File: src/design/serial_flash_regs.svh
// status word layout, opcodes and timing constants of the serial flash front end
`ifndef SERIAL_FLASH_REGS_SVH
`define SERIAL_FLASH_REGS_SVH
// status word bit positions
`define ST_BUSY_BIT      0
`define ST_LATCH_BIT     1
`define ST_RP_LSB        2
`define ST_RP_MSB        4
`define ST_BOTTOM_BIT    5
`define ST_RSVD_BIT      6
`define ST_LOCK_BIT      7
`define ST_RESET         8'h00
// instruction codes
`define OP_WREN          8'h06
`define OP_WRDI          8'h04
`define OP_RDSR          8'h05
`define OP_WRSR          8'h01
`define OP_READ          8'h03
`define OP_FAST          8'h0B
`define OP_DUAL          8'h3B
`define OP_PP            8'h02
`define OP_SE            8'h20
`define OP_BE            8'hD8
`define OP_CE            8'hC7
`define OP_PD            8'hB9
`define OP_RPD           8'hAB
// timing: startup lockout and internal operation times
`define STARTUP_US       10
`define WRITE_US         10
`define CLK_MHZ          200
`define STARTUP_CYC      (`STARTUP_US * `CLK_MHZ)
`define WRITE_CYC        (`WRITE_US * `CLK_MHZ)
`endif

File: src/design/serial_flash_pkg.sv
// types shared by the serial flash front end
package serial_flash_pkg;
  // serial pins from the bus master
  typedef struct packed {
    logic csN;
    logic sck;
    logic ioIn;
    logic pauseN;
    logic wpN;
  } spi_in_t;
  // serial output drivers
  typedef struct packed {
    logic soOut;
    logic soOe;
    logic ioOut;
    logic ioOe;
  } spi_out_t;
  // instruction decoder state
  typedef enum logic [2:0] {
    ST_CMD  = 3'b000,
    ST_ADDR = 3'b001,
    ST_DUMY = 3'b010,
    ST_DATA = 3'b011,
    ST_IGN  = 3'b100
  } phase_t;
endpackage : serial_flash_pkg

File: src/design/serial_flash_spi.sv
// serial bus front end with status word and write protection
//
// Function
// - accept mode 0 and mode 3 clocks
// - sample on rising, drive on falling edges
// - dual fast read drives both lines
// - pause starts when serial clock low
// - pause ends when serial clock low
// - pause floats output, freezes decoder state
// - reset disables all instructions
// - startup delay blocks write class instructions
// - write class needs latch set
// - latch set by enable, cleared afterwards
// - busy allows only status read
// - power down accepts only release
// - region protect bits written by status write
// - top/bottom select defaults to top
// - lock bit with low protect pin blocks
// - reserved bit reads zero
// - first byte after select is instruction
// - write class needs whole bytes
// - deselected output floats
`timescale 1ns/1ps
`include "serial_flash_regs.svh"
module serial_flash_spi
#(
  parameter int STARTUP_CYCLES = `STARTUP_CYC,
  parameter int WRITE_CYCLES   = `WRITE_CYC
)
(
  // system
  input  wire logic                       clk,
  input  wire logic                       rst,
  // serial pins
  input  wire serial_flash_pkg::spi_in_t  pinIn,
  output serial_flash_pkg::spi_out_t      pinOut,
  // array side: data to send and status view
  input  wire logic [7:0]                 readData,
  output logic      [7:0]                 statusWord,
  output logic      [23:0]                addrOut,
  output logic                            writeStart
);
  import serial_flash_pkg::*;

  // ************************************************************
  // pin synchronisers
  // ************************************************************
  spi_in_t    syncA_q;
  spi_in_t    syncB_q;
  logic       sckPrev_q;
  logic       csPrev_q;
  // two flops on every pin
  always_ff @(posedge clk)
  begin
    if (rst)
    begin
      syncA_q <= '{csN: 1'b1, sck: 1'b0, ioIn: 1'b0, pauseN: 1'b1, wpN: 1'b1};
      syncB_q <= '{csN: 1'b1, sck: 1'b0, ioIn: 1'b0, pauseN: 1'b1, wpN: 1'b1};
    end
    else
    begin
      syncA_q <= pinIn;
      syncB_q <= syncA_q;
    end
  end
  // edge history of clock and select, from the second stage only
  always_ff @(posedge clk)
  begin
    if (rst)
    begin
      sckPrev_q <= 1'b0;
      csPrev_q  <= 1'b1;
    end
    else
    begin
      sckPrev_q <= syncB_q.sck;
      csPrev_q  <= syncB_q.csN;
    end
  end

  logic sckRise;
  logic sckFall;
  logic selected;
  // edges of the serial clock, either idle level
  assign sckRise  = syncB_q.sck & ~sckPrev_q;
  assign sckFall  = ~syncB_q.sck & sckPrev_q;
  assign selected = ~syncB_q.csN;

  // ************************************************************
  // pause handling
  // ************************************************************
  logic pause_q;
  logic pauseReq;
  assign pauseReq = ~syncB_q.pauseN;
  // change only when the clock is low or on its falling edge
  always_ff @(posedge clk)
  begin
    if (rst || !selected)
      pause_q <= 1'b0;
    else if (pauseReq && !pause_q && (!syncB_q.sck || sckFall))
      pause_q <= 1'b1;
    else if (!pauseReq && pause_q && (!syncB_q.sck || sckFall))
      pause_q <= 1'b0;
  end

  logic active;
  // clock and data ignored during pause
  assign active = selected & ~pause_q & ~(pauseReq & ~syncB_q.sck);

  // ************************************************************
  // startup lockout and internal busy timer
  // ************************************************************
  logic [$clog2(STARTUP_CYCLES+1)-1:0] startCnt_q;
  logic                                 startDone;
  assign startDone = (startCnt_q == ($clog2(STARTUP_CYCLES+1))'(STARTUP_CYCLES));
  // count from reset release
  always_ff @(posedge clk)
  begin
    if (rst)
      startCnt_q <= '0;
    else if (!startDone)
      startCnt_q <= startCnt_q + 1'b1;
  end

  logic [$clog2(WRITE_CYCLES+1)-1:0] busyCnt_q;
  logic                               busy;
  assign busy = (busyCnt_q != '0);

  // ************************************************************
  // instruction decoder
  // ************************************************************
  phase_t      phase_q;
  logic [7:0]  shift_q;
  logic [2:0]  bitCnt_q;
  logic [7:0]  opcode_q;
  logic [1:0]  addrCnt_q;
  logic [23:0] addr_q;
  logic [7:0]  wrByte_q;
  logic        wholeByte_q;
  logic        powerDown_q;
  logic        deselEdge;
  logic        selEdge;
  logic [7:0]  inByte;
  assign inByte    = {shift_q[6:0], syncB_q.ioIn};
  assign deselEdge = syncB_q.csN & ~csPrev_q;
  assign selEdge   = ~syncB_q.csN & csPrev_q;

  // true for program, erase and status write opcodes
  function automatic logic isWriteClass(input logic [7:0] op);
    isWriteClass = (op == `OP_WRSR) || (op == `OP_PP) || (op == `OP_SE) ||
                   (op == `OP_BE) || (op == `OP_CE);
  endfunction : isWriteClass

  // true when three address bytes follow the opcode
  function automatic logic needsAddr(input logic [7:0] op);
    needsAddr = (op == `OP_READ) || (op == `OP_FAST) || (op == `OP_DUAL) ||
                (op == `OP_PP) || (op == `OP_SE) || (op == `OP_BE);
  endfunction : needsAddr

  // whether an opcode is accepted in the present state
  function automatic logic accepted(input logic [7:0] op, input logic bsy, input logic pd,
                                    input logic sd, input logic latch);
    if (pd)
      accepted = (op == `OP_RPD);
    else if (bsy)
      accepted = (op == `OP_RDSR);
    else if (!sd && (isWriteClass(op) || op == `OP_WREN))
      accepted = 1'b0;
    else if (isWriteClass(op) && !latch)
      accepted = 1'b0;
    else
      accepted = 1'b1;
  endfunction : accepted

  // shift in on rising edges, msb first
  always_ff @(posedge clk)
  begin
    if (rst || selEdge)
    begin
      phase_q     <= ST_CMD;
      shift_q     <= 8'h00;
      bitCnt_q    <= 3'd0;
      opcode_q    <= 8'h00;
      addrCnt_q   <= 2'd0;
      addr_q      <= 24'h000000;
      wrByte_q    <= 8'h00;
      wholeByte_q <= 1'b1;
    end
    else if (active && sckRise)
    begin
      shift_q     <= inByte;
      bitCnt_q    <= bitCnt_q + 3'd1;
      wholeByte_q <= (bitCnt_q == 3'd7);
      if (bitCnt_q == 3'd7)
      begin
        unique case (phase_q)
          ST_CMD:
          begin
            opcode_q <= inByte;
            if (!accepted(inByte, busy, powerDown_q, startDone, statusWord[`ST_LATCH_BIT]))
              phase_q <= ST_IGN;
            else if (needsAddr(inByte))
              phase_q <= ST_ADDR;
            else
              phase_q <= ST_DATA;
          end
          ST_ADDR:
          begin
            addr_q    <= {addr_q[15:0], inByte};
            addrCnt_q <= addrCnt_q + 2'd1;
            if (addrCnt_q == 2'd2)
              phase_q <= (opcode_q == `OP_FAST || opcode_q == `OP_DUAL) ? ST_DUMY : ST_DATA;
          end
          ST_DUMY:
            phase_q <= ST_DATA;
          ST_DATA:
            wrByte_q <= (opcode_q == `OP_WRSR && wrByte_q == 8'h00) ? inByte : wrByte_q;
          ST_IGN:
            phase_q <= ST_IGN;
        endcase
      end
    end
  end

  logic execWrite;
  logic doWrsr;
  logic cmdEnd;
  // a command only runs when select rises on a byte boundary
  assign cmdEnd    = deselEdge && wholeByte_q && (phase_q == ST_DATA);
  assign execWrite = cmdEnd && isWriteClass(opcode_q);
  assign doWrsr    = execWrite && (opcode_q == `OP_WRSR) &&
                     !(statusWord[`ST_LOCK_BIT] && !syncB_q.wpN);
  assign writeStart = execWrite && (opcode_q != `OP_WRSR);
  assign addrOut    = addr_q;

  // ************************************************************
  // status word
  // ************************************************************
  logic       writeLatch_q;
  logic [2:0] regionProt_q;
  logic       regionFromBottom_q;
  logic       statusLock_q;
  // busy timer for program, erase and status write
  always_ff @(posedge clk)
  begin
    if (rst)
      busyCnt_q <= '0;
    else if (doWrsr || writeStart)
      busyCnt_q <= ($clog2(WRITE_CYCLES+1))'(WRITE_CYCLES);
    else if (busy)
      busyCnt_q <= busyCnt_q - 1'b1;
  end
  // write enable latch
  always_ff @(posedge clk)
  begin
    if (rst)
      writeLatch_q <= 1'b0;
    else if (cmdEnd && opcode_q == `OP_WREN)
      writeLatch_q <= 1'b1;
    else if ((cmdEnd && opcode_q == `OP_WRDI) || (busyCnt_q == 1))
      writeLatch_q <= 1'b0;
  end
  // protection fields, only these change on a status write
  always_ff @(posedge clk)
  begin
    if (rst)
    begin
      regionProt_q       <= 3'b000;
      regionFromBottom_q <= 1'b0;
      statusLock_q       <= 1'b0;
    end
    else if (doWrsr)
    begin
      regionProt_q       <= wrByte_q[`ST_RP_MSB:`ST_RP_LSB];
      regionFromBottom_q <= wrByte_q[`ST_BOTTOM_BIT];
      statusLock_q       <= wrByte_q[`ST_LOCK_BIT];
    end
  end
  // power down entry and release
  always_ff @(posedge clk)
  begin
    if (rst)
      powerDown_q <= 1'b0;
    else if (cmdEnd && opcode_q == `OP_PD)
      powerDown_q <= 1'b1;
    else if (cmdEnd && opcode_q == `OP_RPD)
      powerDown_q <= 1'b0;
  end

  assign statusWord = {statusLock_q, 1'b0, regionFromBottom_q, regionProt_q, writeLatch_q, busy};

  // ************************************************************
  // output shifter
  // ************************************************************
  logic [7:0] outByte_q;
  logic       soBit_q;
  logic       ioBit_q;
  logic       dualDrive;
  logic       reading;
  assign reading   = (phase_q == ST_DATA) && (opcode_q == `OP_RDSR || opcode_q == `OP_READ ||
                     opcode_q == `OP_FAST || opcode_q == `OP_DUAL);
  assign dualDrive = reading && (opcode_q == `OP_DUAL);
  // shift out on falling edges
  always_ff @(posedge clk)
  begin
    if (rst || !selected)
    begin
      outByte_q <= 8'h00;
      soBit_q   <= 1'b0;
      ioBit_q   <= 1'b0;
    end
    else if (active && sckFall && reading)
    begin
      if (dualDrive)
      begin
        ioBit_q   <= (bitCnt_q[1:0] == 2'b00) ? readData[7] : outByte_q[7]; // four clocks per byte
        soBit_q   <= (bitCnt_q[1:0] == 2'b00) ? readData[6] : outByte_q[6];
        outByte_q <= (bitCnt_q[1:0] == 2'b00) ? {readData[5:0], 2'b00} : {outByte_q[5:0], 2'b00};
      end
      else
      begin
        soBit_q   <= (bitCnt_q == 3'd0) ? ((opcode_q == `OP_RDSR) ? statusWord[7] : readData[7]) : outByte_q[7];
        outByte_q <= (bitCnt_q == 3'd0) ? {((opcode_q == `OP_RDSR) ? statusWord[6:0] : readData[6:0]), 1'b0}
                                        : {outByte_q[6:0], 1'b0};
      end
    end
  end

  // output enables off when deselected or paused
  assign pinOut = '{soOut: soBit_q, soOe: selected && !pause_q && reading,
                    ioOut: ioBit_q, ioOe: selected && !pause_q && dualDrive};

endmodule : serial_flash_spi

File: config.mk
export PLATFORM = sky130hd
export DESIGN_NAME = serial_flash_spi
export DESIGN_NICKNAME = d
export VERILOG_FILES = /design/src/design/serial_flash_pkg.sv /design/src/design/serial_flash_spi.sv
export VERILOG_INCLUDE_DIRS = /design/src /design/src/design
export SDC_FILE = /design/constraint.sdc
export NUM_CORES = 1
export LEC_CHECK = 0
export BUFFER_PORTS_ARGS = -buffer_cell sky130_fd_sc_hd__buf_2
export CAP_MARGIN = 20
export CELL_PAD_IN_SITES_DETAIL_PLACEMENT = 1
export CELL_PAD_IN_SITES_GLOBAL_PLACEMENT = 1
export CORE_MARGIN = 5
export CORE_UTILIZATION = 40
export DETAILED_ROUTE_END_ITERATION = 12
export GPL_ROUTABILITY_DRIVEN = 0
export PLACE_DENSITY_LB_ADDON = 0.1
export SKIP_LAST_GASP = 1
export SLEW_MARGIN = 20
export SYNTH_ARGS = -nofsm -noshare
export SYNTH_HDL_FRONTEND = slang
export SYNTH_SLANG_ARGS = --single-unit
File: constraint.sdc
create_clock -name clk -period 2.3 [get_ports clk]
set_input_delay 0 -clock clk [delete_from_list [all_inputs] [get_ports clk]]
set_output_delay 0 -clock clk [all_outputs]
set_load 0.03 [all_outputs]
After elaboration in Yosys (flattened, before gate mapping)
Cells that the tools add are included.

Register bits after elaboration: 108. Word-level logic and storage cells: 185.

Add/sub/neg operators: 4. Eq/ne operators: 34. Muxes and demuxes: 30. Bitwise logic cells: 14. Reduce and logical (&&, ||, !) cells: 71.

Operators by type and width (count): 8-bit equality test, second input constant (7); 8-bit by 3-bit equality test with 1-bit output, second input constant (5); 8-bit by 2-bit equality test with 1-bit output, second input constant (4); 8-bit by 6-bit equality test with 1-bit output, second input constant (4); 1-bit logical AND (26); 8-bit two-way mux (3); 1-bit logical OR (23); 11-bit two-way mux (2); 1-bit two-way mux (20); 8-bit by 1-bit equality test with 1-bit output, second input constant (2); 8-bit by 4-bit equality test with 1-bit output, second input constant (2); 3-bit one-hot mux with 4 select lines (1); 11-bit by 1-bit adder with 11-bit output, second input constant (1); 11-bit by 1-bit equality test with 1-bit output, second input constant (1); 11-bit equality test, second input constant (1); 11-bit nonzero test (1); 11-bit by 1-bit subtractor with 11-bit output, second input constant (1); 8-bit logical NOT (1); 8-bit by 1-bit != test with 1-bit output, second input constant (1); 4-bit AND reduction (2); 2-bit nonzero test (4); 1-bit AND (7); 7-bit two-way mux (1); 1-bit inverter (7); other kinds (16) (26).

Logic depth before layout (Yosys ltp)
Gate-level depths: netlist of the first run.

Depth in word-level cells: 16. Mapped depth: 10. Mapped depth without buffers: 8.

Least setup slack after synthesis of the first run
No wires, ideal clock.

Kind: register to register. Start point: reg opcode_q[4]. End point: reg outByte_q[5]. Setup time: 79 ps. Arrival: 2219 ps. Slack: 1 ps. Cell stages (with the launch flop): 11. Cells stage by stage: dfxtp_1 -> buf_6 -> nor4_2 -> nand4b_1 -> buf_6 -> a2111oi_4 -> and3_1 -> buf_6 -> buf_12 -> nor2_2 -> a211oi_2.

Word-level cells in the longest chain between the ends: 7. Elaborated cells on any way between the ends: 13. Classes of those cells: 4 x eq/ne; 3 x mux; 6 x reduce/logical.

RTL lines: start, declared (line serial_flash_spi.sv:135) `logic [7:0] opcode_q;`; start signal, assigned (line serial_flash_spi.sv:199) `opcode_q <= inByte;`; 8-bit by 3-bit equality test with 1-bit output (no line) / 8-bit by 2-bit equality test with 1-bit output (equally long branches); 1-bit logical OR (no line) (3 in series); 1-bit logical AND (line serial_flash_spi.sv:300) `` assign reading = (phase_q == ST_DATA) && (opcode_q == `OP_RDSR || opcode_q == `OP_READ || ``; 1-bit logical AND (line serial_flash_spi.sv:302) `` assign dualDrive = reading && (opcode_q == `OP_DUAL); ``; 8-bit two-way mux (line serial_flash_spi.sv:314) `if (dualDrive)`; end signal, assigned (line serial_flash_spi.sv:318) `outByte_q <= (bitCnt_q[1:0] == 2'b00) ? {readData[5:0], 2'b00} : {outByte_q[5:0], 2'b00};`; end signal, assigned (line serial_flash_spi.sv:323) `` outByte_q <= (bitCnt_q == 3'd0) ? {((opcode_q == `OP_RDSR) ? statusWord[6:0] : readData[6:0]), 1'b0} ``; end, declared (line serial_flash_spi.sv:295) `logic [7:0] outByte_q;`.

Several ways; a longest one is shown, not always the timed one. A chain may end at the register's enable or synchronous reset.

Worst setup path in the final report of the first run
Start point: reg opcode_q[3]. End point: reg outByte_q[1].

Same word-level chain as after synthesis.

==> results of run 1 <==
[stage by stage]
| step | instance area, sq um | worst slack [ns] | std cells | TNS, ns | power [mW] |
|---|---|---|---|---|---|
| 3_5_place_dp | 5270 | 0.130 | 759 | 0 | 2.78 |
| 4_1_cts | 5610 | 0.114 | 780 | 0 | 4.27 |
| 5_1_grt | 5630 | -0.0372 | 781 | -0.0372 | 4.48 |
| 2_1_floorplan | 4890 | 0.00136 | 584 | 0 | 2.62 |
| 3_3_place_gp | 5270 | 0.235 | 759 | 0 | 2.75 |
| 6_report | 5630 | 0.176 | 781 | 0 | 4.23 |
[report_power, final]
group,leakage (nW),total (mW),switching (mW),internal (mW)
registers,0.868,2.04,0.0907,1.95
logic,1.24,0.711,0.388,0.322
clock network,0.140,1.48,0.682,0.797
[routing by layer]
metal  GRT usage  wire length, microns
met2       0.296                  6040
met4      0.0460                   115
met1       0.227                  5660
met3      0.0440                   329
met5           0                     0
[layout make-up]
cell class / count / area [sq um] / share of cell area
Multi-Input combinational cell: 416 / 2460 / 0.438
Clock buffer: 13 / 260 / 0.0462
Sequential cell: 107 / 2140 / 0.381
Clock inverter: 3 / 22.5 / 0.00400
Tap cell: 147 / 184 / 0.0327
Timing Repair Buffer: 83 / 510 / 0.0907
Inverter: 12 / 45.0 / 0.00800
[state kept, by name (all words and copies together) (netlist names), 2 cells and up]
name / flops
opcode_q: 8
syncA_q: 5
addrOut: 24
phase_q: 3
syncB_q: 4
regionProt_q: 3
startCnt_q: 11
shift_q: 7
busyCnt_q: 11
outByte_q: 7
wrByte_q: 8
bitCnt_q: 3
addrCnt_q: 2
[worst max path at each step]
| stage | from | endpoint | slack (ns) |
|---|---|---|---|
| floorplan | opcode_q[4]$_SDFFE_PP0P_ | outByte_q[5]$_SDFFE_PP0P_ | 0.001 |
| global placement | busyCnt_q[4]$_SDFFE_PP0P_ | busyCnt_q[9]$_SDFFE_PP0P_ | 0.23 |
| detailed placement | busyCnt_q[4]$_SDFFE_PP0P_ | busyCnt_q[7]$_SDFFE_PP0P_ | 0.13 |
| CTS | busyCnt_q[4]$_SDFFE_PP0P_ | busyCnt_q[7]$_SDFFE_PP0P_ | 0.11 |
| global route | opcode_q[3]$_SDFFE_PP0P_ | outByte_q[3]$_SDFFE_PP0P_ | -0.04 |
| finish | opcode_q[3]$_SDFFE_PP0P_ | outByte_q[1]$_SDFFE_PP0P_ | 0.18 |
[worst reg2reg max path, cell delays in order, from the launching register on]
cell and delay (ns):
dfxtp_1 0.40, nor4_4 0.32, nand4b_1 0.24, a2111oi_4 0.38, and3_1 0.24, buf_4 0.19, mux2i_1 0.19, nor2_1 0.05
[cell usage in the layout (no fill, tap or decap), types with 3 or more instances in the layout]
cell / synthesis / routed
nand2b_1: 4 / 4
nor3b_1: 3 / 3
or3_1: 6 / 6
dlygate4sd3_1: 0 / 5
mux2_2: 5 / 5
a21oi_1: 67 / 67
or2_2: 8 / 8
nand3_1: 15 / 15
a31oi_1: 3 / 3
nor2b_1: 12 / 12
nor3_1: 10 / 10
clkbuf_16: 0 / 9
dfxtp_1: 107 / 106
mux2i_1: 22 / 22
nor2_1: 59 / 59
ha_1: 8 / 8
nor4_1: 6 / 6
nand4_1: 8 / 8
inv_1: 12 / 12
a211oi_1: 11 / 11
nor2_2: 3 / 3
nand2_1: 93 / 93
or4_1: 3 / 3
nand4b_1: 4 / 4
and3_1: 5 / 5
buf_2: 6 / 50
o21ai_0: 9 / 9
buf_4: 7 / 28
xor2_1: 7 / 7
xnor2_1: 11 / 11
a211oi_2: 3 / 3
[what timing repair did]
| item | CTS | global route |
|---|---|---|
| hold buffers | 5 | 0 |
| setup endpoints to repair | 0 | 4 |
| gates resized for setup | 0 | 3 |
| buffers inserted | 0 | 1 |
| endpoints found under the hold margin | 5 | 0 |
[cell families (layout without fill, tap and decap cells)]
family | count (synthesis) | count (layout) | synth area share
adders and majority gates | 8 | 8 | 0.0205
xor gates and xnor gates | 18 | 18 | 0.0322
muxes | 27 | 27 | 0.0565
and+or+nand+nor | 250 | 250 | 0.248
DFF | 107 | 107 | 0.438
buffers and inverters | 61 | 111 | 0.0616
other | 1 | 1 | 0.000767
AOI/OAI and AO/OA | 112 | 112 | 0.142
==> results.md, run 1 <==
- Status: finished, final reports clean
- Post-synthesis instance area: ~4900 sq um
- Total iterations of the first detailed-routing run: 4
- Critical-path cell list: nor4_4 > nand4b_1 > a2111oi_4 > and3_1 > buf_4 > mux2i_1 > nor2_1
- Top-count cell post-synth: dfxtp_1
- Antenna Cells: 0
- Delay-heaviest family, CP: simple AND/OR/NAND/NOR gates
- Routed WL: approximately 12,000 microns
- Area growth syn-to-layout: 15.1%
- Synthesis warning total: 0
- WHS Endpoint: outByte_q[2]$_SDFFE_PP0P_
- Hold crit path type: in -> reg
- Maximum VDD drop: 0.000565 V
- Ratio of cells with drive above 1 in the final layout: 0.191
- Fin. max-slew vios: 0
- Hold path cells: 3
- Path depth of the worst reg2reg path: 7
- Max-Cap Viols: 0
- Synth area leaders: dfxtp_1 (44%), nand2_1 (7.1%), a21oi_1 (6.9%)
- Post-synth top flop: dfxtp_1
- Reg2reg end: outByte_q[1]$_SDFFE_PP0P_
- Vias per cell: 5.30
- Hold path start: readData[0]
- Cells after Synth: 584
- TritonCTS Sinks: 107
- Seq/Total Area, Yosys: 0.438
- Arr. time, crit path: around 2.4 ns
- Tmin final: ~2.1 ns
- Post-synth top area share: 0.438
- CP bufs+invs: 1
- Power per cell area: 752 nW/um^2
- Antenna violations before repair: 0
- Vias in the first global route: 4,247
- Residual DRC: 0
- Filler instances: about 1,400
- Critical path type: reg -> reg
- Total track usage: 0.176
- Worst-Skew Late Latency: 0.35 ns
- Worst path slowest cell: dfxtp_1
- Worst path depth: 7
- Die area: 14,500 sq um
- Initial Util: 0.407
- 1st-iter DRT viols: 191
- Dpl hpwl: slightly below 9000 microns
- Critical path startpoint category: register
- Commonest cells in the synthesized netlist: dfxtp_1 (107), nand2_1 (93), a21oi_1 (67)
- Final Hold Viols: 0
- Core Rows: 40
- Largest net degree at the start of global routing: 28
- Min Hold Slack: between 0.03 and 0.04 ns
- Crit path largest cell delay: 0.40 ns
- Via count: 4,139
- Clock Root Buffer: clkbuf_16
- Port buffer count: 50
- Leak: approximately 2.2 nW
- RSZ-0062 raised after global routing: yes
- H-tree Lvls: 3
- Remaining antenna violation count: 0
- Share of synthesized flip-flops with an asynchronous set or reset: 0
- CTS tree: built
- Synthesis-stage register bit count: roughly 110
- Residual overflow from global routing: 0
- Worst r2r src: opcode_q[3]$_SDFFE_PP0P_
- Synth cell types: 57
- CP required: around 2.5 ns
- Final setup fails: 0
- Reg clk slew, reported paths: 0.07 ns
- EDFF count, synth: 0
- Final core utilization: 0.469
- Die width: ~120 microns
- Crit Path Max Fanout: 9
- Core Area: 12,000 sq um
- Global-route wire length before repair: 20,800 microns
- Top Ports: 52
- Final nets: 652
- Synth Area per Inst: 8.38 sq um
- Crit. End Element: register
- Yosys top cell by area: dfxtp_1
- Final worst clock skew: 0.00951 ns
- Reg2Reg Setup Slack: 0.18 ns
- Syn_nets: between 600 and 700
- CTS max path bufs: 2
- DR WL/cell: approximately 16 microns
- Die H: ~120 microns
- CTS buffer count: 9
- Ratio of final minimum period to clock period: 0.924
- Fmax: 471 MHz
Power figures use the tool's default switching activity.
==> inputs of run 2 (changes only) <==
Settings changed: REMOVE_ABC_BUFFERS from default to 1.
==> run 2 against run 1 <==
- first-iteration DRC count down 1.0%
- die area unchanged
- critical path type is now reg -> out
- routed wire length is 0.15% lower
- sequential power about the same
- clock skew is 0.0029 ns lower
==> results.md, run 2 (synthesized netlist as in run 1, its figures left out) <==
- Vias per cell: 5.30
- Cell Area, Placed: 5300 sq um
- Routed WL: roughly 12,000 microns
- Status: finished, final reports clean
- Reg2Reg Setup Slack: about 0.19 ns
- Most frequent cells in the layout: dfxtp_1 (107), nand2_1 (93), a21oi_1 (67), nor2_1 (59), buf_2 (50)
- Critical path startpoint category: register
- Max-Cap Viols: 0
- Maximum VDD drop: 0.000486 V
- Setup TNS: 0 ns
- Clock Root Buffer: clkbuf_16
- Fin area: 5660 sq um
- Die area: 14,500 sq um
- CTS buffer count: 9
- Hold crit path type: in -> reg
- DR WL/cell: 15.5 microns
- Largest net degree at the start of global routing: 31
- Global-route wire length before repair: between 20,000 and 25,000 microns
- Total track usage: 0.172
- Via count: 4,142
- Leak: 2.25 nW
- TritonCTS Sinks: 107
- Arr. time, crit path: 2.16 ns
- Met2 Wirelength: 5910 microns
- Fmax: around 460 MHz
- Total iterations of the first detailed-routing run: 4
- Vias in the first global route: about 4,100
- Tmin final: about 2.2 ns
- Top Ports: 52
- Antenna Cells: 0
- Residual DRC: 0
- Worst-Skew Late Latency: between 0.3 and 0.4 ns
- Core Area: 12,000 sq um
- Crit. End Element: output port
- Area growth syn-to-layout: 15.6%
- Most common cell after layout, fill and taps aside: dfxtp_1
- Initial Util: 0.407
- Top sig layer: met4
- Reg clk slew, reported paths: 0.07 ns
- Final setup fails: 0
- Core Rows: 40
- Post-Route M1 WL: 5780 microns
- Worst setup endpoint: writeStart
- Crit Path Max Fanout: 7
- Path depth of the worst reg2reg path: 7
- Met3 wire length: 264 microns
- Antenna violations before repair: 0
- Die width: 121 microns
- Remaining antenna violation count: 0
- Final Hold Viols: 0
- Final nets: 653
- Ratio of cells with drive above 1 in the final layout: 0.192
- Reg2reg end: outByte_q[1]$_SDFFE_PP0P_
- Filler instances: 1,467
- 1st-iter DRT viols: 189
- Fin. max-slew vios: 0
- Final worst clock skew: between 0.006 and 0.007 ns
- Critical path origin: opcode_q[3]$_SDFFE_PP0P_
- CP required: approximately 2.3 ns
- CTS max path bufs: 2
- Power per cell area: about 750 nW/um^2
- Residual overflow from global routing: 0
- Ratio of final minimum period to clock period: 0.938
- Port buffer count: 50
- Critical path type: reg -> out
- Worst-Margin Slew: 0.514 ns
- Max_slew headroom: 0.654
- Max FFs per register: 24
- H-tree Lvls: 3
- RSZ-0062 raised after global routing: no
- Dpl hpwl: roughly 9000 microns
- Worst r2r src: opcode_q[4]$_SDFFE_PP0P_
- Die H: ~120 microns
- CTS tree: built
-- run 2: worst min path at each step --
stage          depth (start not counted)                    endpoint        start
5_1_grt                                3   outByte_q[2]$_SDFFE_PP0P_  readData[0]
3_3_place_gp                           2       syncA_q[4]$_SDFF_PP1_     pinIn[4]
4_1_cts                                3   outByte_q[2]$_SDFFE_PP0P_  readData[0]
6_report                               3   outByte_q[2]$_SDFFE_PP0P_  readData[0]
3_5_place_dp                           2       syncA_q[1]$_SDFF_PP1_     pinIn[1]
2_1_floorplan                          1  busyCnt_q[10]$_SDFFE_PP0P_          rst
-- run 2: critical path, stage by stage, from the launching register on --
cell and delay (ns):
dfxtp_1 0.33, buf_4 0.16, or3b_2 0.47, o22ai_1 0.18, a2bb2oi_1 0.14, nor3b_1 0.27, buf_2 0.25
-- run 2: timing repair --
action / in CTS / in global routing
resized for setup: 0 / 1
setup endpoints to repair: 0 / 4
setup buffers: 0 / 1
hold buffers: 6 / 0
hold endpoints to repair: 11 / 0
-- run 2: final cells by class --
class / count / area, sq um / share of cell area
multi-input combinational: 416 / 2450 / 0.434
sequential: 107 / 2140 / 0.379
timing repair buffer: 84 / 546 / 0.0964
clock buffer: 9 / 225 / 0.0398
tap: 147 / 184 / 0.0325
clock inverter: 7 / 60.1 / 0.0106
inverter: 12 / 45.0 / 0.00796
-- run 2: per-layer routing --
metal | track usage | vias up
li1 | - | 2090
met1 | 0.227 | 2006
met2 | 0.282 | 33
met3 | 0.0370 | 13
met4 | 0.0524 | 0
met5 | 0 | -
-- run 2: stage by stage --
stage	power, mW	hold slack [ns]	setup WS [ns]	std cells	utilization
after detailed placement	2.77	0.185	0.172	759	0.441
after floorplan	2.58	0.0691	-0.519	535	-
final	4.25	0.0554	0.142	782	0.471
after CTS	4.31	0.0382	0.0955	781	0.470
after global placement	2.74	0.182	0.212	759	0.441
after global routing	4.50	0.0822	0.0327	782	0.471
-- run 2: where the power goes --
group | internal, mW | total, mW | switching, mW
clock network | 0.757 | 1.52 | 0.759
registers | 1.95 | 2.03 | 0.0859
logic | 0.326 | 0.703 | 0.378
==> inputs of run 3 (changes only) <==
Settings changed: ABC_AREA from default to 1, CELL_PAD_IN_SITES_DETAIL_PLACEMENT 1 to default, CELL_PAD_IN_SITES_GLOBAL_PLACEMENT 1 to default, CORE_MARGIN 5 to 2, PLACE_DENSITY_LB_ADDON 0.1 to default.
==> run 3 against run 2 <==
- first-iteration DRC count up 71%
- cell area down 0.22%
- utilization down 0.10 points
- critical path depth up 4
- critical endpoint unchanged
==> results.md, run 3 <==
- Vias in the first global route: 4,007
- Met3 Resource Use GR: 0.0216
- Largest net degree at the start of global routing: 55
- Max FFs per register: 24
- Maximum VDD drop: around 0.00044 V
- Status: finished, final reports clean
- Ratio of cells with drive above 1 in the final layout: 0.139
- Commonest cells in the synthesized netlist: nor2_1 (117), dfxtp_1 (107), nand2_1 (89)
- Filler instances: about 1,200
- Net Sw Frac: 0.300
- Remaining antenna violation count: 0
- Via count: 4,460
- Die width: 115 microns
- Multi-input logic area: 2350 sq um
- Total track usage: 0.173
- Post-synth top area share: 0.434
- Critical path type: reg -> out
- Final worst clock skew: between 0.005 and 0.006 ns
- CTS tree: built
- Vias per cell: 5.03
- Residual overflow from global routing: 0
- Fin. max-slew vios: 0
- TritonCTS Sinks: 107
- 1st-iter DRT viols: between 300 and 400
- Path depth of the worst reg2reg path: 7
- Top-count cell post-synth: nor2_1
- CTS buffer count: 9
- Fin area: 5640 sq um
- RSZ-0062 raised after global routing: no
- Die H: 115 microns
- CP required: between 2 and 2.5 ns
- Global-route wire length before repair: 18,600 microns
- Worst-Margin Slew: between 0.5 and 0.6 ns
- CTS max path bufs: 2
- Total iterations of the first detailed-routing run: 5
- Port buffer count: 50
- Critical path startpoint category: register
- Synth cell types: 43
- Min Hold Slack: ~0.016 ns
- Share of synthesized flip-flops with an asynchronous set or reset: 0
- GRT busiest layer: met2
- Synthesis warning total: 0
- Final setup fails: 0
- Max-Cap Viols: 0
- Worst-Skew Late Latency: 0.35 ns
- Power per cell area: 761 nW/um^2
- Antenna violations before repair: 0
- Initial Util: 0.411
- Crit. End Element: output port
- Routed WL: about 11,000 microns
- Dpl hpwl: 8200 microns
- Max_slew headroom: 0.635
- Hold crit path type: in -> reg
- Core Rows: 40
- Tmin final: between 1.5 and 2 ns
- Core Area: 12,000 sq um
- H-tree Lvls: 3
- Net Sw Power: around 1.3 mW
- Yosys top cell by area: dfxtp_1
- Most frequent cells in the layout: nor2_1 (117), dfxtp_1 (107), nand2_1 (89), inv_1 (76), a21oi_1 (74)
- Most common cell after layout, fill and taps aside: nor2_1
- Post-synthesis instance area: approximately 5000 sq um
- Final nets: between 700 and 800
- Part of the power in registers: 0.471
- Arr. time, crit path: 2.00 ns
- Post-CTS setup buffer count: 0
- Reg clk slew, reported paths: 0.07 ns
- Synth Area per Inst: slightly above 7 sq um
- Combinational power share: 0.190
- Post-synth top flop: dfxtp_1
- DR WL/cell: 12.6 microns
- Cell Area, Placed: between 5000 and 6000 sq um
- Cells after Synth: just under 700
- Internal power: approximately 3 mW
- GR Layer Usage met2: 0.282
- Area growth syn-to-layout: 14.5%
- Hold path cells: 2
- Final Hold Viols: 0
- Die area: 13,200 sq um
- Leak: 2.64 nW
- Met1 Use GR: 0.234
- Sequential cell area: approximately 2100 sq um
- Crit Path Max Fanout: 6
- Top Ports: between 50 and 60
- EDFF count, synth: 0
- Final core utilization: 0.470
- Seq/Total Area, Yosys: 0.434
- Synthesis-stage register bit count: 107
- Synth area leaders: dfxtp_1 (43%), nor2_1 (8.9%), a21oi_1 (7.6%)
- Residual DRC: 0
- Antenna Cells: 0
- Clock power frac: 0.339
- Fmax: 501 MHz
- Clock Root Buffer: clkbuf_16
- Ratio of final minimum period to clock period: 0.868
run 3: layer usage:
layer / up-vias / share of wire
li1: 2338 / -
met1: 2012 / 0.49
met2: 97 / 0.46
met3: 13 / 0.037
met4: 0 / 0.018
met5: - / 0
run 3: worst paths after layout:
check	startpoint	end	slack, ns
setup / recovery	opcode_q[4]$_SDFFE_PP0P_	writeStart	0.30
hold / removal	rst	syncB_q[3]$_SDFF_PP0_	0.02
setup reg to reg	opcode_q[4]$_SDFFE_PP0P_	busyCnt_q[2]$_SDFFE_PP0N_	0.43
hold reg to reg	syncA_q[3]$_SDFF_PP0_	syncB_q[3]$_SDFF_PP0_	0.40
run 3: cell families after synthesis:
kind of cell / after synthesis / share of synthesized area
xor+xnor: 6 / 0.0107
other cells: 1 / 0.000760
buf+inv: 107 / 0.0921
simple gates: 282 / 0.257
fa+ha+maj: 8 / 0.0203
mux: 1 / 0.00203
flops: 107 / 0.434
compound gates: 171 / 0.183
run 3: stage by stage:
stage	instances	setup slack [ns]	setup TNS [ns]	power, mW
finish	886	0.303	0	4.29
global route	886	0.136	0	4.53
CTS	886	0.346	0	4.34
detailed placement	864	0.506	0	2.88
global placement	864	0.539	0	2.86
floorplan	659	-0.0624	-1.50	2.66
run 3: critical path, stage by stage, from the launching register on:
cell      delay [ns]
dfxtp_1         0.35
inv_1           0.08
nand2_1         0.14
nor2_1          0.19
nand2_1         0.07
nand2_1         0.07
nand3_1         0.08
a21boi_2        0.22
inv_1           0.06
nor2_1          0.16
buf_2           0.23
run 3: area by class of cell:
class / instances / area share
tap: 147 / 0.0326
clock inverter: 7 / 0.00931
multi-input combinational: 469 / 0.416
timing repair buffer: 64 / 0.0678
inverter: 83 / 0.0552
sequential: 107 / 0.380
clock buffer: 9 / 0.0399
run 3: timing repair:
action | 4_1_cts | 5_1_grt
hold endpoints to repair | 6 | 0
hold buffers | 6 | 0
setup endpoints to repair | 0 | 0
resized for setup | 0 | 0
run 3: power by group through the flow:
stage	Combinational [mW]	Sequential [mW]	Clock, mW
6_report	0.818	2.02	1.46
5_1_grt	0.931	2.04	1.57
3_3_place_gp	0.794	2.06	0
3_5_place_dp	0.811	2.06	0
4_1_cts	0.822	2.02	1.49
2_1_floorplan	0.616	2.05	0
